[config.mk]
export PLATFORM = sky130hd
export DESIGN_NAME = fcid_bank
export DESIGN_NICKNAME = d
export VERILOG_FILES = /design/src/rtl/fcid_pkg.sv /design/src/rtl/fcid_size_if.sv /design/src/rtl/fcid_size_table.sv /design/src/rtl/fcid_bank.sv
export SDC_FILE = /design/constraint.sdc
export NUM_CORES = 1
export LEC_CHECK = 0
export ABC_AREA = 0
export BUFFER_PORTS_ARGS = -buffer_cell sky130_fd_sc_hd__buf_2
export CORE_MARGIN = 5
export CORE_UTILIZATION = 41
export CTS_BUF_LIST = sky130_fd_sc_hd__clkbuf_8 sky130_fd_sc_hd__clkbuf_16
export DETAILED_ROUTE_END_ITERATION = 6
export GPL_TIMING_DRIVEN = 0
export PLACE_DENSITY = 0.81
export REMOVE_ABC_BUFFERS = 1
export SKIP_CTS_REPAIR_TIMING = 1
export SLEW_MARGIN = 20
export SYNTH_ARGS = -nofsm -noshare
export SYNTH_HDL_FRONTEND = slang
export SYNTH_SLANG_ARGS = --single-unit
[constraint.sdc]
create_clock -name core_clk_in -period 0.9 [get_ports core_clk_in]
set_input_delay 0.09 -clock core_clk_in [delete_from_list [all_inputs] [get_ports core_clk_in]]
set_output_delay 0.09 -clock core_clk_in [all_outputs]
set_load 0.03 [all_outputs]
[src/rtl/fcid_pkg.sv]
// Constants, field layouts and helpers for the FP and cache identification bank
package fcid_pkg;

  // Word addresses of the identification words
  localparam logic [31:0] FCID_ADDR_LEVEL_INFO  = 32'hF000FD80;
  localparam logic [31:0] FCID_ADDR_SIZE_INFO   = 32'hF000FD84;
  localparam logic [31:0] FCID_ADDR_FP_WORD0    = 32'hF000FD90;
  localparam logic [31:0] FCID_ADDR_FP_WORD1    = 32'hF000FD94;
  localparam logic [31:0] FCID_ADDR_FP_WORD2    = 32'hF000FD98;

  // Read data shown after reset and on an unmapped or unimplemented access
  localparam logic [31:0] FCID_RDATA_RESET      = 32'h00000000;
  localparam logic [31:0] FCID_UNKNOWN_VALUE    = 32'h00000000;

  // Feature word 0 field positions (low bit of each 4-bit field)
  localparam int FCID_F0_ROUND_LSB    = 28;
  localparam int FCID_F0_SHORTVEC_LSB = 24;
  localparam int FCID_F0_SQRT_LSB     = 20;
  localparam int FCID_F0_DIVIDE_LSB   = 16;
  localparam int FCID_F0_TRAP_LSB     = 12;
  localparam int FCID_F0_DOUBLE_LSB   = 8;
  localparam int FCID_F0_SINGLE_LSB   = 4;
  localparam int FCID_F0_BANK_LSB     = 0;

  // Feature word 1 field positions
  localparam int FCID_F1_FMAC_LSB     = 28;
  localparam int FCID_F1_HALF_LSB     = 24;
  localparam int FCID_F1_RSVD_LSB     = 8;
  localparam int FCID_F1_RSVD_W       = 16;
  localparam int FCID_F1_NAN_PROP_LSB = 4;
  localparam int FCID_F1_FLUSH_LSB    = 0;

  // Feature word 2 field positions
  localparam int FCID_F2_MISC_LSB     = 4;

  // Feature field encodings
  localparam logic [3:0] FCID_FLD_NONE        = 4'h0;
  localparam logic [3:0] FCID_FLD_ONE         = 4'h1;
  localparam logic [3:0] FCID_FLD_TWO         = 4'h2;
  localparam logic [3:0] FCID_FLD_MISC_FULL   = 4'h4;

  // Cache level word field positions
  localparam int FCID_LV_UNIPROC_LSB  = 27;
  localparam int FCID_LV_COHER_LSB    = 24;
  localparam int FCID_LV_INNER_LSB    = 21;
  localparam int FCID_LV_CTYPE_W      = 3;
  localparam int FCID_LV_LEVELS       = 7;

  // Cache type encodings
  localparam logic [2:0] FCID_CTYPE_NONE      = 3'h0;
  localparam logic [2:0] FCID_CTYPE_INSTR     = 3'h1;
  localparam logic [2:0] FCID_CTYPE_DATA      = 3'h2;
  localparam logic [2:0] FCID_CTYPE_SPLIT     = 3'h3;
  localparam logic [2:0] FCID_CTYPE_UNIFIED   = 3'h4;

  // Implemented hierarchy: split level 1, unified level 2
  localparam logic [2:0] FCID_CTYPE_L1        = FCID_CTYPE_SPLIT;
  localparam logic [2:0] FCID_CTYPE_L2        = FCID_CTYPE_UNIFIED;
  localparam logic [2:0] FCID_LEVEL_UNIPROC   = 3'h1;
  localparam logic [2:0] FCID_LEVEL_COHER     = 3'h2;
  localparam logic [2:0] FCID_LEVEL_INNER     = 3'h0;

  // Cache size word field positions
  localparam int FCID_SZ_WR_THRU_BIT  = 31;
  localparam int FCID_SZ_WR_BACK_BIT  = 30;
  localparam int FCID_SZ_RD_ALLOC_BIT = 29;
  localparam int FCID_SZ_WR_ALLOC_BIT = 28;
  localparam int FCID_SZ_SETS_LSB     = 13;
  localparam int FCID_SZ_ASSOC_LSB    = 3;
  localparam int FCID_SZ_LINE_LSB     = 0;

  // Selection layout: level in bits 3:1, instruction-not-data in bit 0
  localparam int FCID_SEL_LEVEL_LSB   = 1;
  localparam int FCID_SEL_INSTR_BIT   = 0;
  localparam int FCID_SEL_ENTRIES     = 14;

  // Packs one cache size word from its fields
  function automatic logic [31:0] fcid_size_word(input logic        wr_thru,
                                                 input logic        wr_back,
                                                 input logic        rd_alloc,
                                                 input logic        wr_alloc,
                                                 input logic [14:0] sets_m1,
                                                 input logic [9:0]  assoc_m1,
                                                 input logic [2:0]  line_code);
    fcid_size_word = {wr_thru, wr_back, rd_alloc, wr_alloc, sets_m1, assoc_m1, line_code};
  endfunction : fcid_size_word

  // Per-cache size words: sets-1, ways-1, line code
  localparam logic [31:0] FCID_SIZE_L1_DATA  =
    fcid_size_word(1'b1, 1'b1, 1'b1, 1'b1, 15'h007F, 10'h003, 3'h1);
  localparam logic [31:0] FCID_SIZE_L1_INSTR =
    fcid_size_word(1'b0, 1'b0, 1'b1, 1'b0, 15'h00FF, 10'h001, 3'h1);
  localparam logic [31:0] FCID_SIZE_L2_UNIF  =
    fcid_size_word(1'b1, 1'b1, 1'b1, 1'b1, 15'h02FF, 10'h007, 3'h2);

endpackage : fcid_pkg

[src/rtl/fcid_size_if.sv]
// Carrier between the register bank and its cache size table
`timescale 1ns/1ps
interface fcid_size_if;
  logic [2:0]  level;
  logic        instr;
  logic [31:0] word;
  logic        hit;

  modport table_end (input level, input instr, output word, output hit);
  modport bank_end  (output level, output instr, input word, input hit);
endinterface : fcid_size_if

[src/rtl/fcid_size_table.sv]
// Cache size word table, one entry per level and cache kind
`timescale 1ns/1ps
module fcid_size_table
  import fcid_pkg::*;
(
  fcid_size_if.table_end sz
);

  logic [31:0]              size_words [FCID_SEL_ENTRIES];
  logic [FCID_SEL_ENTRIES-1:0] present;
  logic [3:0]               index;

  // Entry index is the selection value itself
  assign index = {sz.level, sz.instr};

  always_comb
  begin
    for (int i = 0; i < FCID_SEL_ENTRIES; i++)
    begin
      size_words[i] = FCID_UNKNOWN_VALUE;
    end
    present    = '0;
    size_words[0] = FCID_SIZE_L1_DATA;
    size_words[1] = FCID_SIZE_L1_INSTR;
    size_words[2] = FCID_SIZE_L2_UNIF;
    present[0] = 1'b1;
    present[1] = 1'b1;
    present[2] = 1'b1;
  end

  // Unimplemented caches (and level 8 codes) read a fixed filler
  assign sz.hit  = (index < 4'(FCID_SEL_ENTRIES)) ? present[index] : 1'b0;
  assign sz.word = sz.hit ? size_words[index] : FCID_UNKNOWN_VALUE;

endmodule : fcid_size_table

[src/rtl/fcid_bank.sv]
// Read-only FP feature and cache identification register bank
`timescale 1ns/1ps
// Notes on behaviour
// - Feature word 0 bits 31:28 read 1, all rounding modes.
// - Feature word 0 short vectors and trapping fields read 0.
// - Feature word 0 square root and divide fields read 1.
// - Feature word 0 double field reads 0 absent, 2 present.
// - Feature word 0 single field reads 2.
// - Feature word 0 bank field reads 1, sixteen 64-bit registers.
// - Feature word 1 bits 31:28 read 1, fused multiply-accumulate.
// - Feature word 1 half field reads 1, or 2 with half/double.
// - Feature word 1 bits 23:8 read zero.
// - Feature word 1 NaN field reads 1, NaN propagation.
// - Feature word 1 flush field reads 1, full denormal arithmetic.
// - Feature word 2 misc field reads 0 or 4; rest reserved.
// - Level word top two bits reserved; unification and coherency levels below.
// - Level word inner shareable field reads zero.
// - Seven 3-bit cache type fields from bit 0 upward.
// - Level word is a fixed 32-bit read-only value.
// - One size word per cache, chosen by the selection.
// - Size word bits 31..28 flag write-through, write-back, allocations.
// - Size word bits 27:13 hold sets minus one.
// - Size word bits 12:3 hold associativity minus one.
// - Size word bits 2:0 hold log2 words per line minus two.
// - Selected size word reads at its fixed address; unimplemented reads filler.
module fcid_bank
  import fcid_pkg::*;
#(
  parameter bit DOUBLE_PRESENT = 1'b1,
  parameter bit HALF_TO_DOUBLE = 1'b1,
  parameter bit MISC_PRESENT   = 1'b1
)
(
  input  wire logic        core_clk_in,
  input  wire logic        rst_n_in,
  input  wire logic        acc_valid_in,
  input  wire logic        acc_write_in,
  input  wire logic [31:0] acc_addr_in,
  input  wire logic [3:0]  cache_size_select_in,
  output logic             acc_ack_out,
  output logic             acc_err_out,
  output logic             acc_wr_ignored_out,
  output logic [31:0]      acc_rdata_out,
  output logic             size_sel_hit_out
);

  fcid_size_if sz ();

  // Feature word 0 fields
  wire logic [3:0] f0_round;
  wire logic [3:0] f0_shortvec;
  wire logic [3:0] f0_sqrt;
  wire logic [3:0] f0_divide;
  wire logic [3:0] f0_trap;
  wire logic [3:0] f0_double;
  wire logic [3:0] f0_single;
  wire logic [3:0] fp_bank_size_field;
  wire logic [31:0] fp_feature_word0;

  assign f0_round           = FCID_FLD_ONE;
  assign f0_shortvec        = FCID_FLD_NONE;
  assign f0_trap            = FCID_FLD_NONE;
  assign f0_sqrt            = FCID_FLD_ONE;
  assign f0_divide          = FCID_FLD_ONE;
  assign f0_double          = DOUBLE_PRESENT ? FCID_FLD_TWO : FCID_FLD_NONE;
  assign f0_single          = FCID_FLD_TWO;
  assign fp_bank_size_field = FCID_FLD_ONE;

  assign fp_feature_word0 = (32'(f0_round)           << FCID_F0_ROUND_LSB)
                          | (32'(f0_shortvec)        << FCID_F0_SHORTVEC_LSB)
                          | (32'(f0_sqrt)            << FCID_F0_SQRT_LSB)
                          | (32'(f0_divide)          << FCID_F0_DIVIDE_LSB)
                          | (32'(f0_trap)            << FCID_F0_TRAP_LSB)
                          | (32'(f0_double)          << FCID_F0_DOUBLE_LSB)
                          | (32'(f0_single)          << FCID_F0_SINGLE_LSB)
                          | (32'(fp_bank_size_field) << FCID_F0_BANK_LSB);

  // Feature word 1 fields
  wire logic [3:0]  f1_fmac;
  wire logic [3:0]  half_precision_field;
  wire logic [15:0] f1_reserved;
  wire logic [3:0]  default_nan_field;
  wire logic [3:0]  flush_zero_field;
  wire logic [31:0] fp_feature_word1;

  assign f1_fmac              = FCID_FLD_ONE;
  // Half/double conversion needs double precision hardware
  assign half_precision_field = (HALF_TO_DOUBLE && DOUBLE_PRESENT) ?
                                FCID_FLD_TWO : FCID_FLD_ONE;
  assign f1_reserved          = '0;
  assign default_nan_field    = FCID_FLD_ONE;
  assign flush_zero_field     = FCID_FLD_ONE;

  assign fp_feature_word1 = (32'(f1_fmac)              << FCID_F1_FMAC_LSB)
                          | (32'(half_precision_field) << FCID_F1_HALF_LSB)
                          | (32'(f1_reserved)          << FCID_F1_RSVD_LSB)
                          | (32'(default_nan_field)    << FCID_F1_NAN_PROP_LSB)
                          | (32'(flush_zero_field)     << FCID_F1_FLUSH_LSB);

  // Feature word 2: only the misc field, reserved bits read zero
  wire logic [3:0]  fp_misc_field;
  wire logic [31:0] fp_feature_word2;

  assign fp_misc_field    = MISC_PRESENT ? FCID_FLD_MISC_FULL : FCID_FLD_NONE;
  assign fp_feature_word2 = 32'(fp_misc_field) << FCID_F2_MISC_LSB;

  // Cache level word
  wire logic [2:0]  unify_level_uniproc;
  wire logic [2:0]  coherency_level;
  wire logic [2:0]  unify_level_inner_share;
  wire logic [2:0]  ctype [FCID_LV_LEVELS];
  wire logic [20:0] ctype_bits;
  wire logic [31:0] cache_level_info;

  assign unify_level_uniproc     = FCID_LEVEL_UNIPROC;
  assign coherency_level         = FCID_LEVEL_COHER;
  assign unify_level_inner_share = FCID_LEVEL_INNER;

  // Level 1 split, level 2 unified, the rest none so a scan stops at 3
  assign ctype[0] = FCID_CTYPE_L1;
  assign ctype[1] = FCID_CTYPE_L2;
  assign ctype[2] = FCID_CTYPE_NONE;
  assign ctype[3] = FCID_CTYPE_NONE;
  assign ctype[4] = FCID_CTYPE_NONE;
  assign ctype[5] = FCID_CTYPE_NONE;
  assign ctype[6] = FCID_CTYPE_NONE;

  // A level counts only if it and every level below it hold a legal cache code
  wire logic [FCID_LV_LEVELS-1:0] level_open;
  wire logic [2:0]                ctype_shown [FCID_LV_LEVELS];

  genvar gl;
  generate
    for (gl = 0; gl < FCID_LV_LEVELS; gl++)
    begin : g_ctype
      wire logic code_ok;

      assign code_ok = (ctype[gl] != FCID_CTYPE_NONE) & (ctype[gl] <= FCID_CTYPE_UNIFIED);
      if (gl == 0)
      begin : g_first
        assign level_open[gl] = code_ok;
      end
      else
      begin : g_upper
        assign level_open[gl] = level_open[gl-1] & code_ok;
      end
      // Reserved codes and levels past the first gap read as none
      assign ctype_shown[gl] = level_open[gl] ? ctype[gl] : FCID_CTYPE_NONE;
      assign ctype_bits[gl*FCID_LV_CTYPE_W +: FCID_LV_CTYPE_W] = ctype_shown[gl];
    end
  endgenerate

  // Levels in use; the reported levels never point past the hierarchy
  logic [2:0]       levels_used;
  wire logic [2:0]  uniproc_shown;
  wire logic [2:0]  coher_shown;

  always_comb
  begin
    levels_used = 3'h0;
    for (int i = 0; i < FCID_LV_LEVELS; i++)
    begin
      levels_used = levels_used + 3'(level_open[i]);
    end
  end

  assign uniproc_shown = (unify_level_uniproc > levels_used) ? levels_used :
                         unify_level_uniproc;
  assign coher_shown   = (coherency_level > levels_used) ? levels_used :
                         coherency_level;

  // Bits 31:30 are unknown by definition; this bank drives zero there
  assign cache_level_info = (32'(uniproc_shown)           << FCID_LV_UNIPROC_LSB)
                          | (32'(coher_shown)             << FCID_LV_COHER_LSB)
                          | (32'(unify_level_inner_share) << FCID_LV_INNER_LSB)
                          | 32'(ctype_bits);

  // Cache size lookup from the live selection
  wire logic [31:0] size_word;
  wire logic        size_hit;
  wire logic        write_through_flag;
  wire logic        write_back_flag;
  wire logic        read_allocate_flag;
  wire logic        write_allocate_flag;
  wire logic [14:0] set_count_minus_one;
  wire logic [9:0]  ways_minus_one;
  wire logic [2:0]  line_length_code;
  wire logic [31:0] cache_size_info;

  assign sz.level = cache_size_select_in[FCID_SEL_LEVEL_LSB +: 3];
  assign sz.instr = cache_size_select_in[FCID_SEL_INSTR_BIT];
  assign size_word = sz.word;
  assign size_hit  = sz.hit;

  fcid_size_table u_size_table (
    .sz (sz.table_end)
  );

  assign write_through_flag  = size_word[FCID_SZ_WR_THRU_BIT];
  assign write_back_flag     = size_word[FCID_SZ_WR_BACK_BIT];
  assign read_allocate_flag  = size_word[FCID_SZ_RD_ALLOC_BIT];
  assign write_allocate_flag = size_word[FCID_SZ_WR_ALLOC_BIT];
  assign set_count_minus_one = size_word[FCID_SZ_SETS_LSB +: 15];
  assign ways_minus_one      = size_word[FCID_SZ_ASSOC_LSB +: 10];
  assign line_length_code    = size_word[FCID_SZ_LINE_LSB +: 3];

  assign cache_size_info = {write_through_flag, write_back_flag,
                            read_allocate_flag, write_allocate_flag,
                            set_count_minus_one, ways_minus_one,
                            line_length_code};

  // Address decode
  wire logic hit_fp0;
  wire logic hit_fp1;
  wire logic hit_fp2;
  wire logic hit_level;
  wire logic hit_size;
  wire logic hit_any;

  assign hit_fp0   = (acc_addr_in == FCID_ADDR_FP_WORD0);
  assign hit_fp1   = (acc_addr_in == FCID_ADDR_FP_WORD1);
  assign hit_fp2   = (acc_addr_in == FCID_ADDR_FP_WORD2);
  assign hit_level = (acc_addr_in == FCID_ADDR_LEVEL_INFO);
  assign hit_size  = (acc_addr_in == FCID_ADDR_SIZE_INFO);
  assign hit_any   = hit_fp0 | hit_fp1 | hit_fp2 | hit_level | hit_size;

  // Read selection
  wire logic [31:0] read_word;
  wire logic [31:0] pick_fp0;
  wire logic [31:0] pick_fp1;
  wire logic [31:0] pick_fp2;
  wire logic [31:0] pick_level;
  wire logic [31:0] pick_size;
  wire logic        do_read;
  wire logic        do_write;
  wire logic        acc_miss;
  wire logic        wr_mapped;

  // One-hot decode lets every word be gated and merged
  assign pick_fp0   = {32{hit_fp0}}   & fp_feature_word0;
  assign pick_fp1   = {32{hit_fp1}}   & fp_feature_word1;
  assign pick_fp2   = {32{hit_fp2}}   & fp_feature_word2;
  assign pick_level = {32{hit_level}} & cache_level_info;
  assign pick_size  = {32{hit_size}}  & cache_size_info;
  assign read_word  = hit_any ? (pick_fp0 | pick_fp1 | pick_fp2 | pick_level | pick_size)
                              : FCID_UNKNOWN_VALUE;

  assign do_read  = acc_valid_in & ~acc_write_in;
  assign do_write = acc_valid_in &  acc_write_in;
  assign acc_miss  = acc_valid_in & ~hit_any;
  assign wr_mapped = do_write & hit_any;

  // Response registers
  logic        ack_q;
  logic        ack_d;
  logic        err_q;
  logic        err_d;
  logic        wr_ign_q;
  logic        wr_ign_d;
  logic [31:0] rdata_q;
  logic [31:0] rdata_d;
  logic        sel_hit_q;
  logic        sel_hit_d;

  assign ack_d     = acc_valid_in;
  assign err_d     = acc_miss;
  // Writes change nothing; a mapped write is simply flagged
  assign wr_ign_d  = wr_mapped;
  // Read data holds across writes and idle cycles
  assign rdata_d   = do_read ? read_word : rdata_q;
  assign sel_hit_d = size_hit;

  // One short register per output
  always_ff @(posedge core_clk_in or negedge rst_n_in)
  begin
    if (!rst_n_in)
    begin
      ack_q <= 1'b0;
    end
    else
    begin
      ack_q <= ack_d;
    end
  end

  always_ff @(posedge core_clk_in or negedge rst_n_in)
  begin
    if (!rst_n_in)
    begin
      err_q <= 1'b0;
    end
    else
    begin
      err_q <= err_d;
    end
  end

  always_ff @(posedge core_clk_in or negedge rst_n_in)
  begin
    if (!rst_n_in)
    begin
      wr_ign_q <= 1'b0;
    end
    else
    begin
      wr_ign_q <= wr_ign_d;
    end
  end

  always_ff @(posedge core_clk_in or negedge rst_n_in)
  begin
    if (!rst_n_in)
    begin
      rdata_q <= FCID_RDATA_RESET;
    end
    else
    begin
      rdata_q <= rdata_d;
    end
  end

  always_ff @(posedge core_clk_in or negedge rst_n_in)
  begin
    if (!rst_n_in)
    begin
      sel_hit_q <= 1'b0;
    end
    else
    begin
      sel_hit_q <= sel_hit_d;
    end
  end

  assign acc_ack_out        = ack_q;
  assign acc_err_out        = err_q;
  assign acc_wr_ignored_out = wr_ign_q;
  assign acc_rdata_out      = rdata_q;
  assign size_sel_hit_out   = sel_hit_q;

endmodule : fcid_bank

# Word level (Yosys, flattened, before mapping)
# Memory sizes are Yosys's and may differ from the RTL's.
# Cells that the tools add are included.
# word_totals
mem_count	2
latchBits	0
out_inout_bits	36
regBits	36
mem_bits_ro	528
mem_bits_rw	0
# mem_list
name	words	width	read_ports	rd_ports_with_merged_regs	wr	line	rtl
(name not given)	16	32	1	0	0	fcid_size_table.sv:33	assign sz.word = sz.hit ? size_words[index] : FCID_UNKNOWN_VALUE;
(name not given)	16	1	1	0	0	fcid_size_table.sv:32	assign sz.hit = (index < 4'(FCID_SEL_ENTRIES)) ? present[index] : 1'b0;
# op_classes
reduce_logical	0
div	0
n_mux	6
addsub	0
bitwise_logic	16
n_shift	0
n_lt_le_gt_ge	3
n_eq_ne	5
n_mul	0
# ops
op	count
$eq A32 B32 Y1 const B	5
$mux W32	4
$and A32 B32 Y32	1
$or A32 B28 Y32	1
$or A32 B32 Y32	1
$or A29 B29 Y29	1
$or A29 B7 Y29	1
$ge A5 B5 Y1 const B	1
$lt A4 B5 Y1 const B	1
$not A4 Y5	1
$and A1 B1 Y1	4
$lt A4 B4 Y1 const B	1
$or A1 B1 Y1	4
$mux W1	2
$not A1 Y1	2

# Longest topological paths before layout
# logic_depth
word_depth	8
mapped_depth	6

# Cells and area by module
# Synthesis repeated with hierarchy kept, for this count alone.
# hier_totals
hier_cells	205
hier_area_um2	1886.8
# modules_own_cells
module	area_per_inst_um2	cells_each	instances	seq_area_each_um2
fcid_bank	1591.5	166	1	900.9
fcid_size_table	295.3	39	1	0.0

# Worst setup path before layout
# OpenSTA, ideal clock, no wires.
# synth_timing
path_type	input port to flip-flop
start	in acc_addr_in[17]
end	reg rdata_q[16] (netlist: acc_rdata_out[16])
required_ns	0.808
t_arrival_ns	1.432
path_buffers	1
cell_stages	5
setup_slack_ns	-0.624
setup_time_ns	0.092
path_cell_list	or4b_4 -> nor4_4 -> nand4_2 -> buf_6 -> o31ai_2
# synth_between
elab_chain_cells	6
elab_cells_between_ends	15
cone_classes	5 x eq/ne; 1 x mux; 9 x bitwise
# synth_lines
item	line	rtl
start, declared	fcid_bank.sv:38	input wire logic [31:0] acc_addr_in,
$eq A32 B32 Y1, on equally long branches	fcid_bank.sv:220, fcid_bank.sv:221	
$or A29 B29 Y29 or $or A1 B1 Y1 (tied branches)	fcid_bank.sv:245, fcid_bank.sv:225	
$or A29 B7 Y29 or $or A1 B1 Y1 (tied branches)	fcid_bank.sv:245, fcid_bank.sv:225	
$or A32 B28 Y32 or $or A1 B1 Y1 (tied branches)	fcid_bank.sv:245, fcid_bank.sv:225	
$or A32 B32 Y32 or $or A1 B1 Y1 (tied branches)	fcid_bank.sv:245, fcid_bank.sv:225	
$mux W32 (*)	fcid_bank.sv:245	assign read_word = hit_any ? (pick_fp0 | pick_fp1 | pick_fp2 | pick_level | pick_size)
end signal, assigned	fcid_bank.sv:318	rdata_q <= rdata_d;
end, declared	fcid_bank.sv:260	logic [31:0] rdata_q;
# Every way passes the cells marked *; elsewhere a longest branch is shown, timed or not.
# A chain may end at the register's enable or synchronous reset.

# Worst setup path after layout
# layout_timing
start	in acc_addr_in[6]
end	reg rdata_q[25] (netlist: acc_rdata_out[25])
# layout_between
elab_chain_cells	6
elab_cells_between_ends	15
cone_classes	5 x eq/ne; 1 x mux; 9 x bitwise
# layout_lines
item	line
$eq A32 B32 Y1, on equally long branches	fcid_bank.sv:221, fcid_bank.sv:220
$or A29 B29 Y29 or $or A1 B1 Y1 (tied branches)	fcid_bank.sv:245, fcid_bank.sv:225
$or A29 B7 Y29 or $or A1 B1 Y1 (tied branches)	fcid_bank.sv:245, fcid_bank.sv:225
$or A32 B28 Y32 or $or A1 B1 Y1 (tied branches)	fcid_bank.sv:245, fcid_bank.sv:225
$or A32 B32 Y32 or $or A1 B1 Y1 (tied branches)	fcid_bank.sv:245, fcid_bank.sv:225
$mux W32 (*)	fcid_bank.sv:245
# Marked as above.

==> flow_summary_export.csv <==
group,metric,value,unit
status,status,"finished with violations",
status,failed_checks,"setup timing",
floorplanning,num_rows,18,
synthesis,synth_area,1099,um2
min_path,hp-class,"in -> reg",
power_and_ir_drop,ir_worst_vdd,0.001015,V
sta,slew-limit-headroom,41.43,%
drt,antenna_left,0,
synthesis,synth.top_cell.area_share,41.00,%
layout,final-seq-area,450.4,um2
layout,num_antenna_cells,0,
sta,timing.final.crit_share,160.8,%
worst_setup_path,critPathTopFamily,"simple AND/OR/NAND/NOR gates",
worst_setup_path,critPathSlowestCell,"or4bb_4",
min_path,hold_path_startpoint,"acc_write_in",
sta,max_freq,691.1,MHz
power_and_ir_drop,intPower,1.261,mW
sta,skew,0,ns
drt,routed-via-count,1069,
floorplanning,die_h,61.76,um
power_and_ir_drop,p_clk_share,32.0,%
clock_network,path_clk_slew,0.07,ns
placed_design,gp_congestion,0.8266,
sta,layout_min_cycle_time,1.447,ns
worst_setup_path,endpoint_kind,"flip-flop",
synthesis,syn_area_per_cell,9.722,um2
clock_network,numCtsBuffers,3,
synthesis,ys_types,35,
clock_network,cts_sinks,18,
grt,antenna_found_initial,0,
synthesis,yosysTopAreaCell,"dfrtp_1",
floorplanning,ios,76,
synthesis,synthTopCellsByCount,"18 x buf_4, 18 x dfrtp_1, 14 x nand2_1",
power_and_ir_drop,power.leakage,0.8464,nW
run,maxCapViolations,0,
power_and_ir_drop,total_power,1.783,mW
layout,multi_input_area,585.6,um2
synthesis,synth_seq_cells,18,
synthesis,synth_edf_count,0,
synthesis,synth-main-ff-cell,"dfrtp_1",
min_path,worst_hold_path.num_cells,3,
layout,nets,224,
power_and_ir_drop,power.switching,522.0,uW
worst_setup_path,path_class,"in -> reg",
drt,drcViolationCount,0,
worst_setup_path,worstPathArrival,1.59,ns
worst_setup_path,cp_cell_sequence,"buf_6, or4bb_4, nor4_4, buf_4, nand4_4, o41ai_2",
sta,setup_viol,28,
clock_network,clock_path_buffers,2,
synthesis,async_flop_share,100.0,%
clock_network,cts-root-buf,"clkbuf_8",
sta,setup-tns-final,-8.497,ns
min_path,hold_end,"acc_wr_ignored_out",
power_and_ir_drop,switching_share,29.28,%
worst_setup_path,crit_buf_inv,2,
synthesis,ys_seq_area_share,41.00,%
placed_design,hpwl,2.208,mm
sta,hold_viol_final,0,
worst_setup_path,r2r-end,"acc_rdata_out[0]",
grt,grt_pass1_wl,4.071,mm
worst_setup_path,critPathRequiredTime,1.05,ns
floorplanning,die_w,61.76,um
floorplanning,fp.dieArea,3814,um2
placed_design,portBuffers,65,
worst_setup_path,max_stage_delay,0.54,ns
synthesis,postSynthCellCount,113,
floorplanning,core-area,2522,um2
grt,first_global_vias,964,
clock_network,cts_tree,"done",
drt,post_drt_wl_per_cell,15.91,um
sta,slew_viol_final,0,
drt,first_pass_iters,4,
grt,track_usage,14.47,%
sta,fin_hold_ws,0.08208,ns
floorplanning,start_util,43.55,%
sta,layout_setup_ws,-0.5469,ns
power_and_ir_drop,pwr-share-seq,46.9,%
power_and_ir_drop,combPwrFrac,21.1,%
layout,nFillCells,198,
clock_network,clk_latency,0.25,ns
sta,worstMarginPinSlew,0.8785,ns
worst_setup_path,startpoint_type,"primary input",
drt,vias_per_cell,5.115,
worst_setup_path,r2r_slack,0.04,ns
worst_setup_path,reg2reg_depth,3,
drt,routed_wl,3.325,mm
grt,gr-total-overflow,0,
layout,drive_gt1_share,51.96,%
worst_setup_path,path_max_fanout,7,
synthesis,yosysWarnings,0,
power_and_ir_drop,power.density,1098,nW/um2
layout,area_growth,47.84,%
drt,drt_iter0_drc,13,
sta,rsz0062_at_grt,"true",
grt,grt_max_degree,21,
worst_setup_path,r2r-start,"acc_rdata_out[0]",
synthesis,synthTopCellsByArea,"dfrtp_1 41%, buf_4 12%, nand2_1 4.8%, o31ai_2 4.6%, o21ai_0 3.6%",
clock_network,htreeDepth,1,
==> layer usage <==
layer	vias up	global-route usage (%)	part of all wire [%]
li1	509	-	-
met5	-	0	0
met2	48	26.31	54
met3	4	2.686	9.4
met1	508	16.78	35
met4	0	5.455	1.3
==> power by group through the flow <==
stage | combinational (mW) | clock (mW) | sequential (mW)
2_1_floorplan | 0.142 | 0 | 0.883
3_3_place_gp | 0.318 | 0 | 0.847
3_5_place_dp | 0.328 | 0 | 0.848
4_1_cts | 0.329 | 0.561 | 0.834
5_1_grt | 0.407 | 0.601 | 0.838
6_report | 0.376 | 0.570 | 0.836
==> registers in the layout (all words and copies together) (netlist names) <==
signal / flops
size_sel_hit_out: 1
acc_ack_out: 1
acc_err_out: 1
acc_wr_ignored_out: 1
acc_rdata_out: 14
==> worst reg2reg max path: cells and delay by family, from the launching register on <==
kind | cells | cell delay (ns)
and+or+nand+nor | 1 | 0.09
AOI/OAI and AO/OA | 1 | 0.09
DFF | 1 | 0.41
buffers and inverters | 1 | 0.15
==> final cells by class <==
type,count,area share [%]
Clock buffer,3,2.542
Timing Repair Buffer,75,30.66
Sequential cell,18,27.73
Inverter,3,0.6934
Multi-Input combinational cell,80,36.06
Tap cell,30,2.311
==> worst max path at each step <==
stage / from / to / slack (ns) / depth (start not counted)
global route: acc_addr_in[6] / acc_rdata_out[25] / -0.63 / 6
global placement: acc_addr_in[17] / acc_rdata_out[25] / -1.0 / 5
CTS: acc_addr_in[17] / acc_rdata_out[25] / -0.80 / 5
floorplan: acc_rdata_out[29] / acc_rdata_out[29] / -1.11 / 2
finish: acc_addr_in[6] / acc_rdata_out[25] / -0.55 / 6
detailed placement: acc_addr_in[17] / acc_rdata_out[25] / -1.06 / 5
==> cell families (layout without fill, tap and decap cells) <==
kind of cell,Yosys count,count (layout),synth area share (%)
compound gates,24,24,16.97
fa+ha+maj,3,3,3.417
buf+inv,25,81,15.38
flops,18,18,41.00
other cells,1,10,0.3414
simple gates,42,43,22.89
==> metrics by stage <==
stage / cell area, um2 / instances / utilization [%] / setup WS, ns
floorplan: 974.7 / 100 / - / -1.111
global placement: 1338 / 195 / 53.03 / -0.9961
detailed placement: 1338 / 195 / 53.03 / -1.061
CTS: 1379 / 198 / 54.66 / -0.7966
global route: 1624 / 209 / 64.38 / -0.6349
finish: 1624 / 209 / 64.38 / -0.5469
==> layout by cell type, fill, tap and decap left out, types with 3 or more instances in the layout <==
cell / synthesis / routed
buf_4: 18 / 10
o21ai_1: 0 / 3
buf_6: 1 / 14
buf_2: 0 / 49
o31ai_2: 4 / 4
clkbuf_8: 0 / 3
nor2b_1: 3 / 3
ha_1: 3 / 3
inv_1: 3 / 3
conb_1: 1 / 10
nor2_1: 5 / 5
o21ai_0: 8 / 4
nand3_1: 3 / 3
nand2_1: 14 / 14
nand4_1: 3 / 3
dfrtp_1: 18 / 18
(Power assumes the default switching activity.)
